<file path="src/shared/ips_pkg.sv">
// Package for the interrupt priority and status block.
// Assumes one 25 MHz clock domain and an AHB-Lite master.
package ips_pkg;

  // Source indices, highest priority first (reset and trap handled apart)
  localparam int SRC_EXT  = 0;
  localparam int SRC_CH0  = 1;
  localparam int SRC_CH1  = 2;
  localparam int SRC_OVF  = 3;
  localparam int SRC_TEST = 4;
  localparam int SRC_KEY  = 5;
  localparam int SRC_CONV = 6;
  localparam int NUM_SRC  = 7;

  // Vector pairs, high byte at the lower address
  localparam logic [15:0] VEC_RESET = 16'hFFFE;
  localparam logic [15:0] VEC_TRAP  = 16'hFFFC;
  localparam logic [15:0] VEC_EXT   = 16'hFFFA;
  localparam logic [15:0] VEC_CH0   = 16'hFFF6;
  localparam logic [15:0] VEC_CH1   = 16'hFFF4;
  localparam logic [15:0] VEC_OVF   = 16'hFFF2;
  localparam logic [15:0] VEC_TEST  = 16'hFFEC;
  localparam logic [15:0] VEC_KEY   = 16'hFFE0;
  localparam logic [15:0] VEC_CONV  = 16'hFFDE;
  // Fixed contents of the test pair
  localparam logic [7:0]  TEST_VEC_HI = 8'h00;
  localparam logic [7:0]  TEST_VEC_LO = 8'h83;

  // Interrupt mask position in the condition code register
  localparam int CCR_I_BIT = 3;

  // Stack frame length and fetch lengths in bytes
  localparam logic [2:0] FRAME_LEN = 3'h5;
  localparam logic [2:0] VEC_LEN   = 3'h2;

  // Register byte offsets and reset values
  localparam logic [7:0] OFS_PEND_LOW = 8'h00;
  localparam logic [7:0] OFS_PEND_MID = 8'h04;
  localparam logic [7:0] OFS_EVT_STS  = 8'h08;
  localparam logic [7:0] OFS_EVT_MASK = 8'h0C;
  localparam logic [7:0] RST_PEND     = 8'h00;
  localparam logic [2:0] RST_EVT      = 3'h0;

  // Event bits of status and mask
  localparam int EVT_HW  = 0;
  localparam int EVT_SWI = 1;
  localparam int EVT_RTI = 2;

  // Processor context exchanged with the core
  typedef struct packed {
    logic [15:0] pc;
    logic [15:0] sp;
    logic [7:0]  condition_code_register;
    logic [7:0]  acc;
    logic [7:0]  idxLo;
  } ips_ctx_t;

  // Memory request toward the system bus
  typedef struct packed {
    logic [15:0] addr;
    logic [7:0]  wdata;
    logic        we;
    logic        re;
  } ips_mem_t;

endpackage

</file>
<file path="src/hdl/ips_interrupt_priority_status.sv">
// Interrupt arbitration, stacking and pending-status registers.
// Assumes peripherals and core share clk; memory answers a read
// with data on memRdata one cycle after the request.
//
// Functional notes
// Trap instruction enters even when masked
// Trap stacks PC, hardware stacks PC-1
// Global mask blocks all but trap
// Fixed priority order, timer channel vectors
// Reset, trap, pin vectors, high first
// Overflow, keypad, converter vector pairs
// Each source sets its own flag
// Flag reads one while request pending
// Low register layout, bits 0,1,3 zero
// Mid register holds flags 14..7; the code places flags 15..8 there (TEST at bit 1, KEY at bit 7)
// Test pair has fixed contents
// Highest first; pending taken after return
// High index register is never stacked
// Status registers read-only, reset zero
// Return pulls CONDITION_CODE_REGISTER, A, X, PCL, PCH
//
// Added by the designer: the register addresses and the AHB-Lite slave port.
`timescale 1ns/1ns
module ips_interrupt_priority_status #(
  parameter int NUM_SRC = 7
) (
  input  wire logic                  clk,
  input  wire logic                  rstn,
  // Peripheral flags and their local enables
  input  wire logic [NUM_SRC-1:0]    srcFlag,
  input  wire logic [NUM_SRC-1:0]    srcEn,
  // Core handshake
  input  wire logic                  instrEnd,
  input  wire logic                  trapExec,
  input  wire logic                  rtiExec,
  input  wire ips_pkg::ips_ctx_t     ctxIn,
  output ips_pkg::ips_ctx_t          ctxOut,
  output logic                       ctxLoad,
  output logic                       busy,
  output logic [7:0]                 opcodeOut,
  output logic [7:0]                 operandOut,
  output logic                       fetchDone,
  // Memory port
  output ips_pkg::ips_mem_t          memReq,
  input  wire logic [7:0]            memRdata,
  // AHB-Lite slave
  input  wire logic                  hsel,
  input  wire logic [31:0]           haddr,
  input  wire logic [1:0]            htrans,
  input  wire logic                  hwrite,
  input  wire logic [2:0]            hsize,
  input  wire logic [31:0]           hwdata,
  input  wire logic                  hready,
  output logic                       hreadyout,
  output logic [31:0]                hrdata,
  output logic                       hresp,
  output logic                       irq
);

  // Refuse a source count the priority table cannot serve
  if (NUM_SRC != ips_pkg::NUM_SRC)
  begin : g_chk
    $error("NUM_SRC must match the source table");
  end

  // One-hot sequencer states
  typedef enum logic [4:0] {
    S_IDLE  = 5'b00001,
    S_PUSH  = 5'b00010,
    S_VECT  = 5'b00100,
    S_PULL  = 5'b01000,
    S_FETCH = 5'b10000
  } ips_state_t;

  // Reset release
  logic                  rstMeta;        // First synchroniser stage
  logic                  rstSyncN;       // Released reset copy
  // Sequencer
  ips_state_t            state_reg;      // Current phase
  logic [2:0]            step_reg;       // Byte counter in a phase
  logic [15:0]           vec_reg;        // Selected vector pair
  logic                  testVec_reg;    // Test pair chosen
  logic [15:0]           pcNew_reg;      // Vector being assembled
  ips_pkg::ips_ctx_t     ctx_reg;        // Working context
  // Status
  logic [NUM_SRC-1:0]    pend;           // Live pending requests
  logic [7:0]            pendLow_reg;    // Low pending register
  logic [7:0]            pendMid_reg;    // Mid pending register
  logic [2:0]            evtSts_reg;     // Sticky events
  logic [2:0]            evtMask_reg;    // Event mask
  logic [2:0]            evtSet;         // Event pulses
  // Bus
  logic                  dpWr_reg;       // Write in data phase
  logic [7:0]            dpAddr_reg;     // Its address
  logic                  hwReq;          // Unmasked hardware request
  logic [2:0]            win;            // Winning source index

  assign ctxOut = ctx_reg;

  // Highest priority pending source: lowest index wins
  function automatic logic [2:0] pickSrc(input logic [NUM_SRC-1:0] p);
    logic [2:0] r;
    r = 3'h0;
    for (int i = NUM_SRC - 1; i >= 0; i--)
    begin
      if (p[i])
      begin
        r = 3'(i);
      end
    end
    return r;
  endfunction

  // Vector pair of a maskable source
  function automatic logic [15:0] vecOf(input logic [2:0] s);
    logic [15:0] v;
    v = ips_pkg::VEC_CONV;
    case (s)
      3'h0: v = ips_pkg::VEC_EXT;
      3'h1: v = ips_pkg::VEC_CH0;
      3'h2: v = ips_pkg::VEC_CH1;
      3'h3: v = ips_pkg::VEC_OVF;
      3'h4: v = ips_pkg::VEC_TEST;
      3'h5: v = ips_pkg::VEC_KEY;
      default: v = ips_pkg::VEC_CONV;
    endcase
    return v;
  endfunction

  // Register read decode
  function automatic logic [31:0] rdMux(input logic [7:0] a);
    logic [31:0] d;
    d = 32'h0000_0000;
    case (a)
      ips_pkg::OFS_PEND_LOW: d = {24'h000000, pendLow_reg};
      ips_pkg::OFS_PEND_MID: d = {24'h000000, pendMid_reg};
      ips_pkg::OFS_EVT_STS:  d = {29'h0000_0000, evtSts_reg};
      ips_pkg::OFS_EVT_MASK: d = {29'h0000_0000, evtMask_reg};
      default:               d = 32'h0000_0000;
    endcase
    return d;
  endfunction

  // Reset is taken at once and released through two flops
  always_ff @(posedge clk or negedge rstn)
  begin
    if (!rstn)
    begin
      rstMeta  <= 1'b0;
      rstSyncN <= 1'b0;
    end
    else
    begin
      rstMeta  <= 1'b1;
      rstSyncN <= rstMeta;
    end
  end

  // A request counts when its flag and its local enable are both set
  assign pend  = srcFlag & srcEn;
  assign win   = pickSrc(pend);
  // Global mask holds off every hardware source
  assign hwReq = (|pend) && !ctxIn.condition_code_register[ips_pkg::CCR_I_BIT];

  // Pending registers mirror requests; flags without a source read 0
  always_ff @(posedge clk or negedge rstSyncN)
  begin
    if (!rstSyncN)
    begin
      pendLow_reg <= ips_pkg::RST_PEND;
      pendMid_reg <= ips_pkg::RST_PEND;
    end
    else
    begin
      pendLow_reg <= {1'b0, pend[ips_pkg::SRC_OVF],
                      pend[ips_pkg::SRC_CH1], pend[ips_pkg::SRC_CH0],
                      1'b0, pend[ips_pkg::SRC_EXT], 2'b00};
      pendMid_reg <= {pend[ips_pkg::SRC_KEY], 5'h00,
                      pend[ips_pkg::SRC_TEST], 1'b0};
    end
  end

  // Sequencer: entry stacking, vector fetch, return and refetch.
  // The high index register is not part of the frame at all.
  always_ff @(posedge clk or negedge rstSyncN)
  begin
    if (!rstSyncN)
    begin
      // Leaving reset fetches the reset vector first
      state_reg   <= S_VECT;
      step_reg    <= 3'h0;
      vec_reg     <= ips_pkg::VEC_RESET;
      testVec_reg <= 1'b0;
      pcNew_reg   <= 16'h0000;
      ctx_reg     <= '0;
      ctxLoad     <= 1'b0;
      busy        <= 1'b1;
      memReq      <= '0;
      opcodeOut   <= 8'h00;
      operandOut  <= 8'h00;
      fetchDone   <= 1'b0;
      evtSet      <= 3'h0;
    end
    else
    begin
      ctxLoad   <= 1'b0;
      fetchDone <= 1'b0;
      evtSet    <= 3'h0;
      memReq    <= '0;
      case (state_reg)
        S_IDLE:
        begin
          busy <= 1'b0;
          if (instrEnd && trapExec)
          begin
            // Trap ignores the mask and stacks PC itself
            ctx_reg     <= ctxIn;
            vec_reg     <= ips_pkg::VEC_TRAP;
            testVec_reg <= 1'b0;
            evtSet[ips_pkg::EVT_SWI] <= 1'b1;
            state_reg   <= S_PUSH;
            step_reg    <= 3'h0;
            busy        <= 1'b1;
          end
          else if (instrEnd && rtiExec)
          begin
            ctx_reg   <= ctxIn;
            state_reg <= S_PULL;
            step_reg  <= 3'h0;
            busy      <= 1'b1;
          end
          else if (instrEnd && hwReq)
          begin
            // Hardware entry stacks the address one below PC
            ctx_reg     <= ctxIn;
            ctx_reg.pc  <= ctxIn.pc - 16'h0001;
            vec_reg     <= vecOf(win);
            testVec_reg <= (win == 3'(ips_pkg::SRC_TEST));
            evtSet[ips_pkg::EVT_HW] <= 1'b1;
            state_reg   <= S_PUSH;
            step_reg    <= 3'h0;
            busy        <= 1'b1;
          end
        end
        S_PUSH:
        begin
          // Frame from SP downward: PCH, PCL, X, A, CONDITION_CODE_REGISTER
          memReq.we   <= 1'b1;
          memReq.addr <= ctx_reg.sp - 16'(step_reg);
          case (step_reg)
            3'h0:    memReq.wdata <= ctx_reg.pc[15:8];
            3'h1:    memReq.wdata <= ctx_reg.pc[7:0];
            3'h2:    memReq.wdata <= ctx_reg.idxLo;
            3'h3:    memReq.wdata <= ctx_reg.acc;
            default: memReq.wdata <= ctx_reg.condition_code_register;
          endcase
          if (step_reg == ips_pkg::FRAME_LEN - 3'h1)
          begin
            ctx_reg.sp <= ctx_reg.sp - 16'(ips_pkg::FRAME_LEN);
            ctx_reg.condition_code_register[ips_pkg::CCR_I_BIT] <= 1'b1;
            state_reg  <= S_VECT;
            step_reg   <= 3'h0;
          end
          else
          begin
            step_reg <= step_reg + 3'h1;
          end
        end
        S_VECT:
        begin
          // Read high then low byte; data lands a cycle later
          if (step_reg < ips_pkg::VEC_LEN && !testVec_reg)
          begin
            memReq.re   <= 1'b1;
            memReq.addr <= vec_reg + 16'(step_reg);
          end
          if (step_reg == 3'h1)
          begin
            pcNew_reg[15:8] <= testVec_reg ? ips_pkg::TEST_VEC_HI
                                           : memRdata;
          end
          if (step_reg == ips_pkg::VEC_LEN)
          begin
            ctx_reg.pc <= {pcNew_reg[15:8],
                           testVec_reg ? ips_pkg::TEST_VEC_LO
                                       : memRdata};
            ctxLoad    <= 1'b1;
            state_reg  <= S_IDLE;
            step_reg   <= 3'h0;
          end
          else
          begin
            step_reg <= step_reg + 3'h1;
          end
        end
        S_PULL:
        begin
          // Unstack upward from SP+1: CONDITION_CODE_REGISTER, A, X, PCL, PCH
          if (step_reg < ips_pkg::FRAME_LEN)
          begin
            memReq.re   <= 1'b1;
            memReq.addr <= ctx_reg.sp + 16'(step_reg) + 16'h0001;
          end
          case (step_reg)
            3'h1:    ctx_reg.condition_code_register     <= memRdata;
            3'h2:    ctx_reg.acc     <= memRdata;
            3'h3:    ctx_reg.idxLo   <= memRdata;
            3'h4:    ctx_reg.pc[7:0] <= memRdata;
            3'h5:    ctx_reg.pc[15:8] <= memRdata;
            default: ctx_reg.pc      <= ctx_reg.pc;
          endcase
          if (step_reg == ips_pkg::FRAME_LEN)
          begin
            ctx_reg.sp <= ctx_reg.sp + 16'(ips_pkg::FRAME_LEN);
            ctxLoad    <= 1'b1;
            evtSet[ips_pkg::EVT_RTI] <= 1'b1;
            state_reg  <= S_FETCH;
            step_reg   <= 3'h0;
          end
          else
          begin
            step_reg <= step_reg + 3'h1;
          end
        end
        S_FETCH:
        begin
          // A request still pending is taken before the next opcode
          if (step_reg == 3'h0 && hwReq)
          begin
            ctx_reg.pc  <= ctx_reg.pc - 16'h0001;
            vec_reg     <= vecOf(win);
            testVec_reg <= (win == 3'(ips_pkg::SRC_TEST));
            evtSet[ips_pkg::EVT_HW] <= 1'b1;
            state_reg   <= S_PUSH;
          end
          else
          begin
            if (step_reg < 3'h2)
            begin
              memReq.re   <= 1'b1;
              memReq.addr <= ctx_reg.pc + 16'(step_reg);
            end
            if (step_reg == 3'h1)
            begin
              opcodeOut <= memRdata;
            end
            if (step_reg == 3'h2)
            begin
              operandOut <= memRdata;
              fetchDone  <= 1'b1;
              state_reg  <= S_IDLE;
              step_reg   <= 3'h0;
            end
            else
            begin
              step_reg <= step_reg + 3'h1;
            end
          end
        end
        default:
        begin
          state_reg <= S_IDLE;
          step_reg  <= 3'h0;
        end
      endcase
    end
  end

  // AHB-Lite slave: zero wait, read data prepared at address phase
  always_ff @(posedge clk or negedge rstSyncN)
  begin
    if (!rstSyncN)
    begin
      hreadyout  <= 1'b1;
      hresp      <= 1'b0;
      hrdata     <= 32'h0000_0000;
      dpWr_reg   <= 1'b0;
      dpAddr_reg <= 8'h00;
    end
    else
    begin
      hreadyout <= 1'b1;
      hresp     <= 1'b0;
      if (hsel && hready && htrans[1])
      begin
        dpWr_reg   <= hwrite;
        dpAddr_reg <= haddr[7:0];
        // Unmapped words read zero and writes there do nothing
        hrdata     <= hwrite ? 32'h0000_0000 : rdMux(haddr[7:0]);
      end
      else if (hready)
      begin
        dpWr_reg <= 1'b0;
      end
    end
  end

  // Event status is write-one-to-clear; a new event beats the clear.
  // Pending registers take no writes at all.
  always_ff @(posedge clk or negedge rstSyncN)
  begin
    if (!rstSyncN)
    begin
      evtSts_reg  <= ips_pkg::RST_EVT;
      evtMask_reg <= ips_pkg::RST_EVT;
    end
    else
    begin
      if (dpWr_reg && dpAddr_reg == ips_pkg::OFS_EVT_STS)
      begin
        evtSts_reg <= (evtSts_reg & ~hwdata[2:0]) | evtSet;
      end
      else
      begin
        evtSts_reg <= evtSts_reg | evtSet;
      end
      if (dpWr_reg && dpAddr_reg == ips_pkg::OFS_EVT_MASK)
      begin
        evtMask_reg <= hwdata[2:0];
      end
    end
  end

  // Level interrupt while any unmasked event is set
  always_ff @(posedge clk or negedge rstSyncN)
  begin
    if (!rstSyncN)
    begin
      irq <= 1'b0;
    end
    else
    begin
      irq <= |(evtSts_reg & evtMask_reg);
    end
  end

endmodule

</file>
<file path="config.mk">
export PLATFORM = sky130hd
export DESIGN_NAME = ips_interrupt_priority_status
export DESIGN_NICKNAME = d
export VERILOG_FILES = /design/src/shared/ips_pkg.sv /design/src/hdl/ips_interrupt_priority_status.sv
export SDC_FILE = /design/constraint.sdc
export NUM_CORES = 1
export LEC_CHECK = 0
export ABC_CLOCK_PERIOD_IN_PS = 5800
export BUFFER_PORTS_ARGS = -buffer_cell sky130_fd_sc_hd__buf_2
export CORE_MARGIN = 2
export CORE_UTILIZATION = 53
export DETAILED_ROUTE_END_ITERATION = 6
export GPL_ROUTABILITY_DRIVEN = 0
export PLACE_DENSITY_LB_ADDON = 0.08
export SLEW_MARGIN = 40
export SYNTH_ARGS = -nofsm -noshare
export SYNTH_HDL_FRONTEND = slang
export SYNTH_SLANG_ARGS = --single-unit
export TNS_END_PERCENT = 30
</file>
<file path="constraint.sdc">
create_clock -name clk -period 5.8 [get_ports clk]
set_input_delay 0.29 -clock clk [delete_from_list [all_inputs] [get_ports clk]]
set_output_delay 0.29 -clock clk [all_outputs]
set_load 0.005 [all_outputs]
</file>
* Word-level counts from Yosys, hierarchy flattened
Cells that the tools add are included. W data, S select, Z words.
Word-level totals: bits in registers 193, input bits 155
Operators by class: $add $sub $neg 10, order comparisons 2, eq/ne operators 32, mux-type cells 86, bitwise operators 7, reduce and logical (&&, ||, !) cells 35
Operators with widths (number):
- $mux W16 | 12
- $mux W56 | 3
- $pmux W16 S4 | 2
- $pmux W8 S4 | 2
- $mux W8 | 7
- $add A16 B3 Y16 | 3
- $pmux W16 S3 | 1
- $mux W3 | 15
- $pmux W19 S2 | 1
- $pmux W6 S6 | 1
- $mux W5 | 7
- $eq A8 B4 Y1 const B | 4
- $mux W32 | 1
- $pmux W16 S2 | 1
- $sub A16 B1 Y16 const B | 2
- $pmux W5 S5 | 1
- $mux W1 | 24
- $reduce_and A3 Y1 | 6
- $add A16 B1 Y16 const B | 1
- $add A16 B3 Y16 const B | 1
- $ne A2 B2 Y1 const B | 8
- $sub A16 B3 Y16 | 1
- $sub A16 B3 Y16 const B | 1
- $pmux W3 S5 | 1
- 36 further kinds | 66

* Depth between registers and ports, before layout
word-level depth 14, mapped depth 13

* Worst setup path after synthesis
No wires, ideal clock.
kind register -> register, start register state_reg[2], end register ctx_reg, in the netlist ctxOut[36], arrival 3385 ps, required time 5668 ps, slack 2283 ps, stages on the path, launching flop included 13, buffers on the path 3, period minus slack after synthesis 3517 ps, path through dfstp_2 buf_2 nor2b_1 nand2_1 clkbuf_1 clkbuf_1 ha_1 and3_1 a221oi_1 o21bai_1 a31oi_1 mux2i_1 o211ai_1
Between the ends: longest elaborated chain between the ends 3, elaborated cells between the ends (all ways) 9, those cells by class eq/ne: 6; mux: 1; reduce/logical: 2
Ends and longest elaborated chain:
- start: declaration | RTL line ips_interrupt_priority_status.sv:79 | ips_state_t state_reg;
- start signal: assignment | RTL line ips_interrupt_priority_status.sv:190 | state_reg <= S_VECT;
- start signal: assignment | RTL line ips_interrupt_priority_status.sv:221 | state_reg <= S_PUSH;
- start signal: assignment | RTL line ips_interrupt_priority_status.sv:228 | state_reg <= S_PULL;
- $eq A5 B1 Y1 (tied with other cells) | RTL line ips_interrupt_priority_status.sv:210 | case (state_reg)
- $ne A4 B4 Y1 (no line) (tied with other cells)
- $reduce_and A4 Y1 (no line)
- end signal: assignment | RTL line ips_interrupt_priority_status.sv:217 | ctx_reg <= ctxIn;
- end signal: assignment | RTL line ips_interrupt_priority_status.sv:227 | ctx_reg <= ctxIn;
- end signal: assignment | RTL line ips_interrupt_priority_status.sv:235 | ctx_reg <= ctxIn;
- end: declaration | RTL line ips_interrupt_priority_status.sv:84 | ips_pkg::ips_ctx_t ctx_reg;
Parallel ways exist; a longest one is shown, timed or not. A chain may end at the register's enable or synchronous reset.

* Worst setup path after layout
start register state_reg[3], end register ctx_reg, in the netlist ctxOut[36]
The elaborated chain is that of the path after synthesis.

==> impl_metrics.json <==
{
  "synth_area_leader_cell": "dfrtp_1",
  "synth.area.mux_share_pct": 4.86,
  "synthesis.area_sq_um": 9740,
  "regToRegStartpoint": "state_reg[3]",
  "layout-drive-gt1-share_pct": 24.4,
  "slew_headroom_pct": 44.7,
  "final_cell_count_no_fill": 1492,
  "dp.cells": 1459,
  "arrival_ns": 4.08,
  "die_area_sq_um": 19500,
  "clockRootBuffer": "clkbuf_16",
  "timing.final.ws_setup_ns": 2.01,
  "clk_latency_ns": 0.43,
  "endpoint_kind": "register",
  "min_from": "hready",
  "synth.yosys.warnings": 0,
  "synthSimpleGateAreaFrac_pct": 17.1,
  "wirelength_um": 28100,
  "hold_ws_ns": 0.0638,
  "cp_max_fo": 45,
  "place_area_sq_um": 10900,
  "synth_fa_ha_area_share_pct": 5.27,
  "ant_nets": 0,
  "maxCapViolations": 0,
  "synth_edf_count": 0,
  "r2r_setup_slack_ns": 2.01,
  "drc_errors": 5,
  "dp_slack_ns": 2.08,
  "critical_path.startpoint_type": "register",
  "yosysMostFrequentCell": "dfrtp_1",
  "synth_top_family_by_area": "compound AO/OA/AOI/OAI gates",
  "min_path_cells": 2,
  "fin_crit_sh_pct": 65.3,
  "worstHoldPathType": "input pin to register",
  "cts_tree": "yes",
  "yosys.area.top_type_share_pct": 38.5,
  "htree_levels": 4,
  "slew_violations": 0,
  "grt_max_degree": 54,
  "p_leak_nw": 5.41,
  "fmax_mhz": 264,
  "fin_util_pct": 63.4,
  "synth_xor_area_share_pct": 5.85,
  "violations": "DRC",
  "status": "finished with violations",
  "min_to": "dpWr_reg",
  "post_drt_via_cell_ratio": 5.98,
  "first_global_vias": 8168,
  "syn_area_per_cell_sq_um": 9.12,
  "clockBufferDepth": 2,
  "io_pins": 291,
  "nets": 1443,
  "finClkSkew_ns": 0.00972,
  "drt-initial-drc-count": 767,
  "antenna_cells": 0,
  "synth.top_cells.by_area": "dfrtp_1, a21oi_1, ha_1",
  "path_clk_slew_ns": 0.07,
  "syn2layout_area_growth_pct": 17.4,
  "portBuffers": 206,
  "synth-seq-cells": 157,
  "routedWlPerCell_um": 18.9,
  "design_area_sq_um": 11400,
  "ys_types": 75,
  "synth_compound_area_share_pct": 20.9,
  "die_w_um": 140,
  "period_needed_ns": 3.79,
  "cts_made_buffers": 17,
  "dp_hpwl_um": 20900,
  "r2r-end": "ctxOut[36]",
  "rsz0062_at_grt": "no",
  "synth-seq-area-share_pct": 40.4,
  "irDropWorstVdd_mv": 0.259,
  "critPathKind": "register to register",
  "tns_ns": 0,
  "grt_usage_pct": 28.9,
  "synth_common_cells": "dfrtp_1, nor2_1, a21oi_1",
  "initial_core_util_pct": 54.0,
  "worstMarginPinSlew_ns": 0.828,
  "overflow": 0,
  "dr.pass1.iters": 7,
  "largest_reg_flops": 56,
  "fp-row-count": 49,
  "async_reset_ff_share_pct": 100,
  "synth_flop_cell": "dfrtp_1",
  "grt_pass1_wl_um": 44600,
  "hold_viol_final": 0,
  "antenna_found_initial": 0,
  "syn_inst": 1068,
  "cts.sinks": 157,
  "power_mw": 5.65,
  "cp_data_required_time_ns": 6.09,
  "vias": 8920,
  "power_density_nw_per_um2": 495,
  "setup_violations": 0,
  "dieHeight_um": 140,
  "reg2regPathDepth": 11,
  "core_sq_um": 18000
}
-- worst max path at each step --
stage,endpoint,depth (start not counted),from,slack [ns]
after floorplan,ctxLoad,0,rstSyncN,1.11
after global placement,ctxOut[36],11,state_reg[3],2.10
after detailed placement,ctxOut[36],11,state_reg[3],2.08
after CTS,ctxOut[36],11,state_reg[3],2.06
after global routing,ctxOut[36],11,state_reg[3],1.72
final,ctxOut[36],11,state_reg[3],2.01
-- worst max-delay path: stages (launching register included) --
cell,delay [ns]
dfrtp_1,0.45
nor2b_1,0.62
nand2_1,0.11
buf_4,0.33
inv_2,0.27
ha_1,0.32
a21o_1,0.21
a221oi_1,0.52
o21bai_1,0.21
a31oi_1,0.27
mux2i_1,0.21
o211ai_1,0.10
-- placed cells by master, fill, tap and decap left out, drive strengths merged, types with 12 or more instances in the layout --
cell type,instances
mux2,34
buf,217
a22o,13
xor2,24
a31oi,12
a221oi,14
ha,33
dfrtp,150
nor3,32
xnor2,41
a21o,16
nor2,105
inv,28
nand3,18
clkbuf,22
conb,28
a222oi,13
nand2,94
and3,17
o21ai,77
a21oi,98
-- power breakdown --
part           leakage [nW]  internal (mW)  switching [mW]
Clock                 0.260          0.602           0.462
Combinational          3.22           1.15            1.49
Sequential             1.93           1.44           0.505
Total                  5.41           3.19            2.46
-- metal layers --
| layer | track usage (%) | vias to the layer above | wire, um | share of wire [%] |
|---|---|---|---|---|
| li1 | - | 4205 | - | - |
| met1 | 42.8 | 4285 | 12600 | 45 |
| met2 | 43.4 | 394 | 12700 | 45 |
| met3 | 5.82 | 36 | 2320 | 8.2 |
| met4 | 8.11 | 0 | 450 | 1.6 |
| met5 | 0 | - | 0 | 0 |
-- cells by family (layout without fill, tap and decap cells) --
kind of cell / count (synthesis) / after routing
flip-flops: 157 / 157
XOR/XNOR: 65 / 65
AND/OR/NAND/NOR: 341 / 341
multiplexers: 43 / 43
adder cells (fa/ha/maj): 38 / 38
AO/OA/AOI/OAI: 311 / 311
other: 2 / 28
buffers and inverters: 111 / 280
-- cell type report --
type	count	area, sq um
fill	1589	6600
multi-input combinational	826	5390
sequential	157	3940
timing repair buffer	218	1150
clock buffer	22	454
tap	229	287
inverter	30	113
clock inverter	10	93.8
-- repair_timing --
action	in CTS	in global routing
hold endpoints to repair	2	0
resized for setup	0	0
endpoints found under the setup margin	0	0
setup buffers	0	0
hold buffers	1	0
(Power assumes the default switching activity.)
